--- config.mk ---
export PLATFORM = sky130hd
export DESIGN_NAME = ovuv_trip
export DESIGN_NICKNAME = d
export VERILOG_FILES = /design/src/core/ovuv_pkg.sv /design/src/core/ovuv_trip.sv
export SDC_FILE = /design/constraint.sdc
export NUM_CORES = 1
export LEC_CHECK = 0
export BUFFER_PORTS_ARGS = -buffer_cell sky130_fd_sc_hd__buf_4
export CAP_MARGIN = 15
export CORE_UTILIZATION = 25
export CTS_CLUSTER_DIAMETER = 200
export DETAILED_ROUTE_END_ITERATION = 10
export SYNTH_ARGS = -nofsm -noshare
export SYNTH_HDL_FRONTEND = slang
export SYNTH_SLANG_ARGS = --single-unit
--- constraint.sdc ---
create_clock -name core_clk_in -period 17.9 [get_ports core_clk_in]
set_input_delay 0 -clock core_clk_in [delete_from_list [all_inputs] [get_ports core_clk_in]]
set_output_delay 0 -clock core_clk_in [all_outputs]
set_load 0.02 [all_outputs]
--- src/core/ovuv_pkg.sv ---
// Package with constants and carrier types of the voltage trip logic.
package ovuv_pkg;

	// ==========================================================
	// Clock and timing
	localparam int CLK_HZ = 50000000;
	localparam int TICK_US = 1000;
	localparam int TICK_CYCLES = CLK_HZ / 1000000 * TICK_US;
	localparam int TW = 24;
	localparam int RANGE_X10 = 10;
	localparam int RANGE_X100 = 100;

	// ==========================================================
	// Front switch positions, index = position minus one
	localparam int SW_SINGLE = 0;
	localparam int SW_OV_START = 1;
	localparam int SW_OV_INV = 2;
	localparam int SW_RANGE_A = 3;
	localparam int SW_RANGE_B = 4;
	localparam int SW_UV_BLOCK = 5;
	localparam int SW_UV_START = 6;
	localparam int SW_UV_RANGE = 7;

	// ==========================================================
	// Indicator mode switches: 1 means manual reset
	localparam int IND_OV_START = 0;
	localparam int IND_OV_TRIP = 1;
	localparam int IND_UV_START = 2;
	localparam int IND_UV_TRIP = 3;

	// ==========================================================
	// Blocking routing: one 2-bit group per block input
	localparam int BLK_OV = 0;
	localparam int BLK_UV = 1;

	// ==========================================================
	// AXI4-Lite register map
	localparam logic [7:0] REG_SWITCH = 8'h00;
	localparam logic [7:0] REG_OV_TIME = 8'h04;
	localparam logic [7:0] REG_UV_TIME = 8'h08;
	localparam logic [7:0] REG_STATUS = 8'h0c;
	localparam logic [7:0] REG_CMD = 8'h10;
	localparam logic [1:0] RESP_OKAY = 2'b00;
	localparam logic [1:0] RESP_SLVERR = 2'b10;
	localparam logic [31:0] SWITCH_RST = 32'h0000_0000;
	localparam logic [31:0] TIME_RST = 32'h0000_0064;
	localparam int CMD_LED_RESET = 0;

	typedef struct packed {
		logic [2:0] over;
		logic [2:0] under;
		logic [2:0] low;
	} phase_flags_t;

	typedef struct packed {
		logic yellow;
		logic red;
	} led_t;

endpackage : ovuv_pkg

--- src/core/ovuv_trip.sv ---
// Overvoltage and undervoltage start, trip and indicator logic.
// Functional notes
// All three phases evaluated; switch 1 selects single phase.
// Over threshold held through start delay asserts over_start.
// Switch 2 chooses one of two overvoltage start delays.
// Over trip after operate time, or level dependent delay in inverse mode.
// Switch 3 selects definite or inverse overvoltage timing.
// Definite mode: switches 4 and 5 select operate time range.
// Inverse mode: switch 4 selects curve family A or B.
// Inverse mode ignores switch 5.
// Under threshold held through start delay asserts under_start.
// Switch 7 chooses one of two undervoltage start delays.
// Under trip after definite operate time only.
// Switch 8 selects undervoltage operate time range.
// Switch 6 enables internal undervoltage blocking.
// Blocking suppresses undervoltage start and trip below 0.2 rated.
// under_trip_inhibit suppresses under_trip only.
// Block inputs routed to stages by blocking switches.
// Indicator mode switches set each indicator self or manual reset.
// Indicator yellow while started, red once tripped.
// Manual indicators latch until reset push or remote command.
// Front end supplies synchronous per-phase threshold flags.
// Stage outputs and timers clear when condition lapses.
// Inverse delay taken from externally supplied per-level value.
//
// Implementation choices: register access over AXI4-Lite and the placing of the registers.
`timescale 1ns/100ps
module ovuv_trip
	import ovuv_pkg::*;
#(
	parameter int TICK = TICK_CYCLES,
	parameter logic [TW-1:0] OV_START_A = 24'd50,
	parameter logic [TW-1:0] OV_START_B = 24'd100,
	parameter logic [TW-1:0] UV_START_A = 24'd50,
	parameter logic [TW-1:0] UV_START_B = 24'd100
) (
	// Clock and reset
	input wire logic core_clk_in,
	input wire logic rst_in,
	// Measurement front end
	input wire phase_flags_t flags_in,
	input wire logic [TW-1:0] inv_delay_a_in,
	input wire logic [TW-1:0] inv_delay_b_in,
	// Blocking and reset inputs
	input wire logic block_input_one_in,
	input wire logic block_input_two_in,
	input wire logic block_input_three_in,
	input wire logic under_trip_inhibit_in,
	input wire logic led_reset_push_in,
	// AXI4-Lite slave
	input wire logic [7:0] s_axi_awaddr,
	input wire logic s_axi_awvalid,
	output logic s_axi_awready,
	input wire logic [31:0] s_axi_wdata,
	input wire logic [3:0] s_axi_wstrb,
	input wire logic s_axi_wvalid,
	output logic s_axi_wready,
	output logic [1:0] s_axi_bresp,
	output logic s_axi_bvalid,
	input wire logic s_axi_bready,
	input wire logic [7:0] s_axi_araddr,
	input wire logic s_axi_arvalid,
	output logic s_axi_arready,
	output logic [31:0] s_axi_rdata,
	output logic [1:0] s_axi_rresp,
	output logic s_axi_rvalid,
	input wire logic s_axi_rready,
	// Stage outputs and indicators
	output logic over_start_out,
	output logic over_trip_out,
	output logic under_start_out,
	output logic under_trip_out,
	output led_t over_led_out,
	output led_t under_led_out
);

	// ==========================================================
	// Registers
	logic [31:0] switch_r;
	logic [TW-1:0] ov_time_r;
	logic [TW-1:0] uv_time_r;
	logic led_clear_r;
	logic uv_blocked_r;
	logic [7:0] front_switch_group;
	logic [3:0] indicator_mode_switches;
	logic [5:0] blocking_config_switches;
	assign front_switch_group = switch_r[7:0];
	assign indicator_mode_switches = switch_r[11:8];
	assign blocking_config_switches = switch_r[17:12];

	// ==========================================================
	// AXI4-Lite slave
	logic aw_hold_r;
	logic w_hold_r;
	logic [7:0] aw_addr_r;
	logic [31:0] w_data_r;
	logic [3:0] w_strb_r;
	logic wr_go;
	assign wr_go = aw_hold_r && w_hold_r && !s_axi_bvalid;
	function automatic logic [31:0] merge(input logic [31:0] old,
		input logic [31:0] val, input logic [3:0] strb);
		logic [31:0] res;
		res = old;
		for (int i = 0; i < 4; i++) begin
			if (strb[i]) begin
				res[i*8 +: 8] = val[i*8 +: 8];
			end
		end
		return res;
	endfunction : merge
	always_ff @(posedge core_clk_in or posedge rst_in) begin
		if (rst_in) begin
			aw_hold_r <= 1'b0;
			w_hold_r <= 1'b0;
			aw_addr_r <= 8'h00;
			w_data_r <= 32'h0000_0000;
			w_strb_r <= 4'h0;
			s_axi_awready <= 1'b0;
			s_axi_wready <= 1'b0;
			s_axi_bvalid <= 1'b0;
			s_axi_bresp <= RESP_OKAY;
		end else begin
			s_axi_awready <= !aw_hold_r && !s_axi_awready;
			s_axi_wready <= !w_hold_r && !s_axi_wready;
			if (s_axi_awvalid && s_axi_awready) begin
				aw_hold_r <= 1'b1;
				aw_addr_r <= s_axi_awaddr;
				s_axi_awready <= 1'b0;
			end
			if (s_axi_wvalid && s_axi_wready) begin
				w_hold_r <= 1'b1;
				w_data_r <= s_axi_wdata;
				w_strb_r <= s_axi_wstrb;
				s_axi_wready <= 1'b0;
			end
			if (wr_go) begin
				s_axi_bvalid <= 1'b1;
				unique case (aw_addr_r)
					REG_SWITCH, REG_OV_TIME, REG_UV_TIME, REG_CMD,
					REG_STATUS: s_axi_bresp <= RESP_OKAY;
					default: s_axi_bresp <= RESP_SLVERR;
				endcase
			end
			if (s_axi_bvalid && s_axi_bready) begin
				s_axi_bvalid <= 1'b0;
				aw_hold_r <= 1'b0;
				w_hold_r <= 1'b0;
			end
		end
	end

	// Switch and time registers; the status word is read-only.
	always_ff @(posedge core_clk_in or posedge rst_in) begin
		if (rst_in) begin
			switch_r <= SWITCH_RST;
			ov_time_r <= TIME_RST[TW-1:0];
			uv_time_r <= TIME_RST[TW-1:0];
			led_clear_r <= 1'b0;
		end else begin
			led_clear_r <= 1'b0;
			if (wr_go) begin
				unique case (aw_addr_r)
					REG_SWITCH: switch_r <= merge(switch_r, w_data_r, w_strb_r);
					REG_OV_TIME: ov_time_r <= TW'(merge(32'(ov_time_r),
						w_data_r, w_strb_r));
					REG_UV_TIME: uv_time_r <= TW'(merge(32'(uv_time_r),
						w_data_r, w_strb_r));
					REG_CMD: led_clear_r <= w_strb_r[0] &&
						w_data_r[CMD_LED_RESET];
					default: ;
				endcase
			end
		end
	end
	logic [31:0] status_word;
	assign status_word = {26'h0, over_led_out.red || under_led_out.red,
		over_start_out, over_trip_out, under_start_out, under_trip_out,
		uv_blocked_r};
	always_ff @(posedge core_clk_in or posedge rst_in) begin
		if (rst_in) begin
			s_axi_arready <= 1'b0;
			s_axi_rvalid <= 1'b0;
			s_axi_rdata <= 32'h0000_0000;
			s_axi_rresp <= RESP_OKAY;
		end else begin
			s_axi_arready <= !s_axi_rvalid && !s_axi_arready;
			if (s_axi_arvalid && s_axi_arready) begin
				s_axi_arready <= 1'b0;
				s_axi_rvalid <= 1'b1;
				s_axi_rresp <= RESP_OKAY;
				unique case (s_axi_araddr)
					REG_SWITCH: s_axi_rdata <= switch_r;
					REG_OV_TIME: s_axi_rdata <= 32'(ov_time_r);
					REG_UV_TIME: s_axi_rdata <= 32'(uv_time_r);
					REG_STATUS: s_axi_rdata <= status_word;
					REG_CMD: s_axi_rdata <= 32'h0000_0000;
					default: begin
						s_axi_rdata <= 32'h0000_0000;
						s_axi_rresp <= RESP_SLVERR;
					end
				endcase
			end else if (s_axi_rvalid && s_axi_rready) begin
				s_axi_rvalid <= 1'b0;
			end
		end
	end
	// ==========================================================
	// Time base: timers count ticks of TICK_US.
	logic [31:0] tick_cnt_r;
	logic tick_r;
	always_ff @(posedge core_clk_in or posedge rst_in) begin
		if (rst_in) begin
			tick_cnt_r <= 32'h0000_0000;
			tick_r <= 1'b0;
		end else begin
			tick_r <= (tick_cnt_r == 32'(TICK - 1));
			tick_cnt_r <= (tick_cnt_r == 32'(TICK - 1)) ? 32'h0000_0000 :
				tick_cnt_r + 32'h0000_0001;
		end
	end
	// ==========================================================
	// Phase evaluation and blocking
	logic [2:0] phase_mask;
	logic over_any;
	logic under_any;
	logic low_any;
	logic [2:0] blk_in;
	assign phase_mask = front_switch_group[SW_SINGLE] ? 3'b001 : 3'b111;
	assign over_any = |(flags_in.over & phase_mask);
	assign under_any = |(flags_in.under & phase_mask);
	assign low_any = |(flags_in.low & phase_mask);
	assign blk_in = {block_input_three_in, block_input_two_in,
		block_input_one_in};
	// Each block input has one two-bit group selecting stages it blocks.
	genvar g;
	logic [2:0] blk_ov;
	logic [2:0] blk_uv;
	generate
		for (g = 0; g < 3; g++) begin : g_blk
			assign blk_ov[g] = blk_in[g] &&
				blocking_config_switches[g*2 + BLK_OV];
			assign blk_uv[g] = blk_in[g] &&
				blocking_config_switches[g*2 + BLK_UV];
		end
	endgenerate
	always_ff @(posedge core_clk_in or posedge rst_in) begin
		if (rst_in) begin
			uv_blocked_r <= 1'b0;
		end else begin
			uv_blocked_r <= front_switch_group[SW_UV_BLOCK] && low_any;
		end
	end
	logic ov_cond;
	logic uv_cond;
	assign ov_cond = over_any && !(|blk_ov);
	assign uv_cond = under_any && !(|blk_uv) && !uv_blocked_r;

	// ==========================================================
	// Delay selection
	logic [TW-1:0] ov_start_dly;
	logic [TW-1:0] uv_start_dly;
	logic [TW-1:0] ov_op_dly;
	logic [TW-1:0] uv_op_dly;
	logic [1:0] ov_range;
	assign ov_start_dly = front_switch_group[SW_OV_START] ? OV_START_B :
		OV_START_A;
	assign uv_start_dly = front_switch_group[SW_UV_START] ? UV_START_B :
		UV_START_A;
	assign ov_range = {front_switch_group[SW_RANGE_B],
		front_switch_group[SW_RANGE_A]};
	// Ranges scale the set time by 1, 10 or 100 ticks.
	always_comb begin
		if (front_switch_group[SW_OV_INV]) begin
			ov_op_dly = front_switch_group[SW_RANGE_A] ? inv_delay_b_in :
				inv_delay_a_in;
		end else begin
			unique case (ov_range)
				2'b00: ov_op_dly = ov_time_r;
				2'b01: ov_op_dly = TW'(ov_time_r * RANGE_X10);
				default: ov_op_dly = TW'(ov_time_r * RANGE_X100);
			endcase
		end
	end
	assign uv_op_dly = front_switch_group[SW_UV_RANGE] ?
		TW'(uv_time_r * RANGE_X10) : uv_time_r;

	// ==========================================================
	// Stage timers
	logic [TW-1:0] ov_cnt_r;
	logic [TW-1:0] uv_cnt_r;
	always_ff @(posedge core_clk_in or posedge rst_in) begin
		if (rst_in) begin
			ov_cnt_r <= '0;
			over_start_out <= 1'b0;
			over_trip_out <= 1'b0;
		end else if (!ov_cond) begin
			ov_cnt_r <= '0;
			over_start_out <= 1'b0;
			over_trip_out <= 1'b0;
		end else if (tick_r) begin
			if (!over_start_out) begin
				if (ov_cnt_r >= ov_start_dly) begin
					over_start_out <= 1'b1;
					ov_cnt_r <= '0;
				end else begin
					ov_cnt_r <= ov_cnt_r + 1'b1;
				end
			end else if (ov_cnt_r >= ov_op_dly) begin
				over_trip_out <= 1'b1;
			end else begin
				ov_cnt_r <= ov_cnt_r + 1'b1;
			end
		end
	end

	always_ff @(posedge core_clk_in or posedge rst_in) begin
		if (rst_in) begin
			uv_cnt_r <= '0;
			under_start_out <= 1'b0;
			under_trip_out <= 1'b0;
		end else if (!uv_cond) begin
			uv_cnt_r <= '0;
			under_start_out <= 1'b0;
			under_trip_out <= 1'b0;
		end else begin
			if (under_trip_inhibit_in) begin
				under_trip_out <= 1'b0;
			end
			if (tick_r) begin
				if (!under_start_out) begin
					if (uv_cnt_r >= uv_start_dly) begin
						under_start_out <= 1'b1;
						uv_cnt_r <= '0;
					end else begin
						uv_cnt_r <= uv_cnt_r + 1'b1;
					end
				end else if (uv_cnt_r >= uv_op_dly) begin
					under_trip_out <= !under_trip_inhibit_in;
				end else begin
					uv_cnt_r <= uv_cnt_r + 1'b1;
				end
			end
		end
	end

	// ==========================================================
	// Indicators: manual ones latch; a new event beats a clear.
	logic led_clr;
	assign led_clr = led_clear_r || led_reset_push_in;
	function automatic logic ind(input logic cur, input logic ev,
		input logic manual, input logic clr);
		return ev || (manual && cur && !clr);
	endfunction : ind
	always_ff @(posedge core_clk_in or posedge rst_in) begin
		if (rst_in) begin
			over_led_out <= '0;
			under_led_out <= '0;
		end else begin
			over_led_out.yellow <= ind(over_led_out.yellow, over_start_out,
				indicator_mode_switches[IND_OV_START], led_clr);
			over_led_out.red <= ind(over_led_out.red, over_trip_out,
				indicator_mode_switches[IND_OV_TRIP], led_clr);
			under_led_out.yellow <= ind(under_led_out.yellow, under_start_out,
				indicator_mode_switches[IND_UV_START], led_clr);
			under_led_out.red <= ind(under_led_out.red, under_trip_out,
				indicator_mode_switches[IND_UV_TRIP], led_clr);
		end
	end

endmodule : ovuv_trip

==> summary.txt <==
Global route
  • Overall Global Routing Usage: 0.146
  • Number of global-route vias before repair: 15300
  • Initial antenna violation count: 2
  • First-pass GRT wire length: 85400 um
  • GRT overflow: 0
  • Largest net degree at the start of global routing: 120

Cells and area
  • Most frequent cells in the layout: 249 x dfrtp_1, 190 x ha_1, 180 x buf_4
  • Nets: 2372
  • # diodes: 0
  • Filler instances: 7302
  • Area Overhead vs Synth: 21.6%
  • Share of layout cells above drive strength 1: 0.189
  • Commonest non-fill, non-tap cell in the layout: dfrtp_1

Routing
  • Antenna-violating nets left: 0
  • Average vias per placed instance: 5.01
  • Detailed-route DRC error count: 0
  • Final WL: 53900 um
  • DRT Pass-1 Iters: 5
  • WL/cell: 17.9 um
  • Vias after detailed routing: 15100
  • Initial drt markers: 1108

Min path
  • Min-delay src: s_axi_awvalid
  • Hold WC Path Type: input port to register

STA
  • FMAX: 163 MHz
  • Final hold violations: 0
  • Final Max Slew Viols: 0
  • Min Hold Slack: 0.0212 ns
  • Fin crit share: 0.344
  • Fin Setup TNS: 0 ns
  • RSZ-0062 raised after global routing: no
  • Max-slew headroom: 0.273
  • Worst Tran Pin Value: 1.09 ns
  • Final setup fails: 0
  • Worst Skew: 0.0219 ns
  • Final Critical Period: 6.15 ns

Die
  • Die Width: 270 um
  • IO Pins: 170
  • Starting Density: 0.254
  • Die height: 270 um
  • Cell Rows: 97
  • Core box area: 0.0705 mm^2
  • Die area: 0.0727 mm^2

Pwr
  • Peak VDD IR: 0.0000901 V
  • PwrDens: 89.4 mW/mm^2
  • Leak pwr: 10.2 nW
  • Total power: 1.95 mW

Setup path
  • Type of origin of the critical path: register
  • Crit. Startpoint: ov_time_r[6]
  • Arrival time at the worst endpoint: 6.66 ns
  • CP Class: register to register
  • Setup crit end kind: register
  • Required @ worst endpoint: 18.41 ns
  • Crit-path max FO: 22
  • Worst r2r src: ov_time_r[6]

Clocking
  • Clk Latency, worst-skew pair: 0.59 ns
  • CTS Buf Count: 29
  • CTS tree: built
  • Cts hold-fix bufs: 58
  • Clock transition at path regs: 0.06 ns
  • Root buf cell: clkbuf_16
  • Maximum root-to-sink buffer count: 3
  • Postcts setup bufs: 0
  • Clock Sinks: 256
  • PostCTS Resize Cnt: 0
  • CTS HTree Levels: 1

Yosys
  • Register area share after synthesis: 0.358
  • Mean Syn Cell Area: 9.75 um^2
  • EDFF count, synth: 0
  • Main synth FF type: dfrtp_1
  • Cell area after synthesis: 0.0179 mm^2
  • Syn. warnings: 0
  • Cells after synthesis: 1838
  • Synth cell types: 83
  • Synth async-reset ratio: 1.00
  • Flops & latches, synth: 256

Place
  • Hpwl dp: 40500 um
  • Port Buffers: 167
  • GP Congestion: 0.902

Outcome
  • Outcome: complete, no violations

Flow run
  • Max-cap viol count: 0
worst max-delay path, stage by stage, from the launching register on:
cell,delay [ns]
dfstp_2,0.64
ha_1,0.27
ha_1,0.29
inv_1,0.05
fa_1,0.49
inv_1,0.04
ha_1,0.24
or4_1,0.51
o21ai_1,0.24
a31oi_1,0.14
a21o_1,0.22
a31oi_1,0.19
xor2_1,0.09
a221o_1,0.36
ha_1,0.30
a21o_1,0.18
a21o_1,0.17
a21oi_1,0.22
inv_1,0.07
a21oi_1,0.33
o211ai_4,0.30
or4_1,0.56
a21oi_1,0.17
Yosys cell counts, types with 4 or more instances:
| cell | instances | share of area |
|---|---|---|
| o22ai_1 | 5 | 0.0017 |
| a211oi_1 | 13 | 0.0054 |
| o21bai_1 | 7 | 0.0029 |
| fa_1 | 18 | 0.020 |
| o21ai_1 | 27 | 0.0075 |
| nand3_1 | 44 | 0.012 |
| o21a_1 | 10 | 0.0042 |
| a32o_1 | 15 | 0.0084 |
| o211ai_1 | 20 | 0.0084 |
| nand2_1 | 149 | 0.031 |
| o2111ai_1 | 6 | 0.0029 |
| mux2_2 | 120 | 0.075 |
| a31oi_1 | 10 | 0.0035 |
| mux4_2 | 6 | 0.0075 |
| dfrtp_1 | 250 | 0.35 |
| nor3_1 | 32 | 0.0089 |
| or2_2 | 8 | 0.0028 |
| nand2b_1 | 11 | 0.0038 |
| xnor2_1 | 53 | 0.026 |
| mux2i_1 | 68 | 0.038 |
| a31o_2 | 4 | 0.0020 |
| buf_1 | 6 | 0.0013 |
| and3_1 | 29 | 0.010 |
| or4_1 | 14 | 0.0059 |
| nor2_1 | 134 | 0.028 |
| a22o_1 | 8 | 0.0039 |
| nor2b_1 | 18 | 0.0063 |
| dfstp_2 | 6 | 0.0088 |
| a21o_1 | 39 | 0.016 |
| o31ai_1 | 23 | 0.0096 |
| nor4_1 | 13 | 0.0045 |
| ha_1 | 190 | 0.13 |
| o21ai_0 | 83 | 0.023 |
| nand4_1 | 22 | 0.0077 |
| a22oi_1 | 4 | 0.0017 |
| clkbuf_1 | 53 | 0.011 |
| a21oi_1 | 101 | 0.028 |
| or3_1 | 8 | 0.0028 |
| nand3b_1 | 8 | 0.0034 |
| xor2_1 | 29 | 0.014 |
| inv_1 | 104 | 0.022 |
flip-flops by register name, indices dropped and copies added, names as in the netlist, 4 cells and up:
name / flops
ov_cnt_r: 24
uv_cnt_r: 24
w_strb_r: 4
w_data_r: 32
switch_r: 32
aw_addr_r: 8
uv_time_r: 24
tick_cnt_r: 32
ov_time_r: 24
s_axi_rdata: 32
routing by layer:
metal	global-route usage	up-vias	part of all wire
li1	-	7109	-
met5	0	-	0.00022
met2	0.231	462	0.45
met1	0.200	7418	0.45
met4	0.0390	2	0.028
met3	0.0293	69	0.072
logic make-up after synthesis:
family,after synthesis,share of synthesized area
other cells,1,0.000209
mux,194,0.121
flops,256,0.358
buf+inv,169,0.0365
xor+xnor,82,0.0401
simple gates,513,0.140
fa+ha+maj,208,0.153
compound gates,415,0.151
final cells by class:
class                   instances  area [um^2]  area share
multi-input cells            1414        10900       0.499
flip-flops and latches        256         6410       0.294
repair buffers                238         1930      0.0887
well taps                     940         1180      0.0540
clock buffers                  38          800      0.0367
inverters                     104          398      0.0183
clock inverters                15          204     0.00936
metrics by stage:
step / util / cells / cell area, um^2 / setup slack, ns
6_report: 0.309 / 3005 / 21800 / 11.75
5_1_grt: 0.309 / 3005 / 21800 / 11.37
4_1_cts: 0.309 / 3004 / 21800 / 11.80
3_5_place_dp: 0.286 / 2893 / 20200 / 11.80
3_3_place_gp: 0.286 / 2893 / 20200 / 11.96
2_1_floorplan: - / 1839 / 17900 / 10.87
path summary, 6_finish.rpt:
| check | endpoint | slack (ns) | depth (start not counted) |
|---|---|---|---|
| worst max register to register | ov_cnt_r[20] | 11.75 | 22 |
| min in group asynchronous | tick_cnt_r[14] | 0.16 | 3 |
| worst min register to register | tick_cnt_r[0] | 0.45 | 1 |
| worst max-delay path | ov_cnt_r[20] | 11.75 | 22 |
| worst min-delay path | aw_addr_r[5] | 0.02 | 3 |
| max in group asynchronous | ov_cnt_r[16] | 16.19 | 4 |
report_power, final:
group          leakage [nW]  switching, mW  internal (mW)
logic                  6.31          0.298          0.239
clock network         0.495          0.257          0.374
registers              3.42          0.117          0.662
total                  10.2          0.672           1.27
No activity file was read; power rests on OpenSTA's default activity.
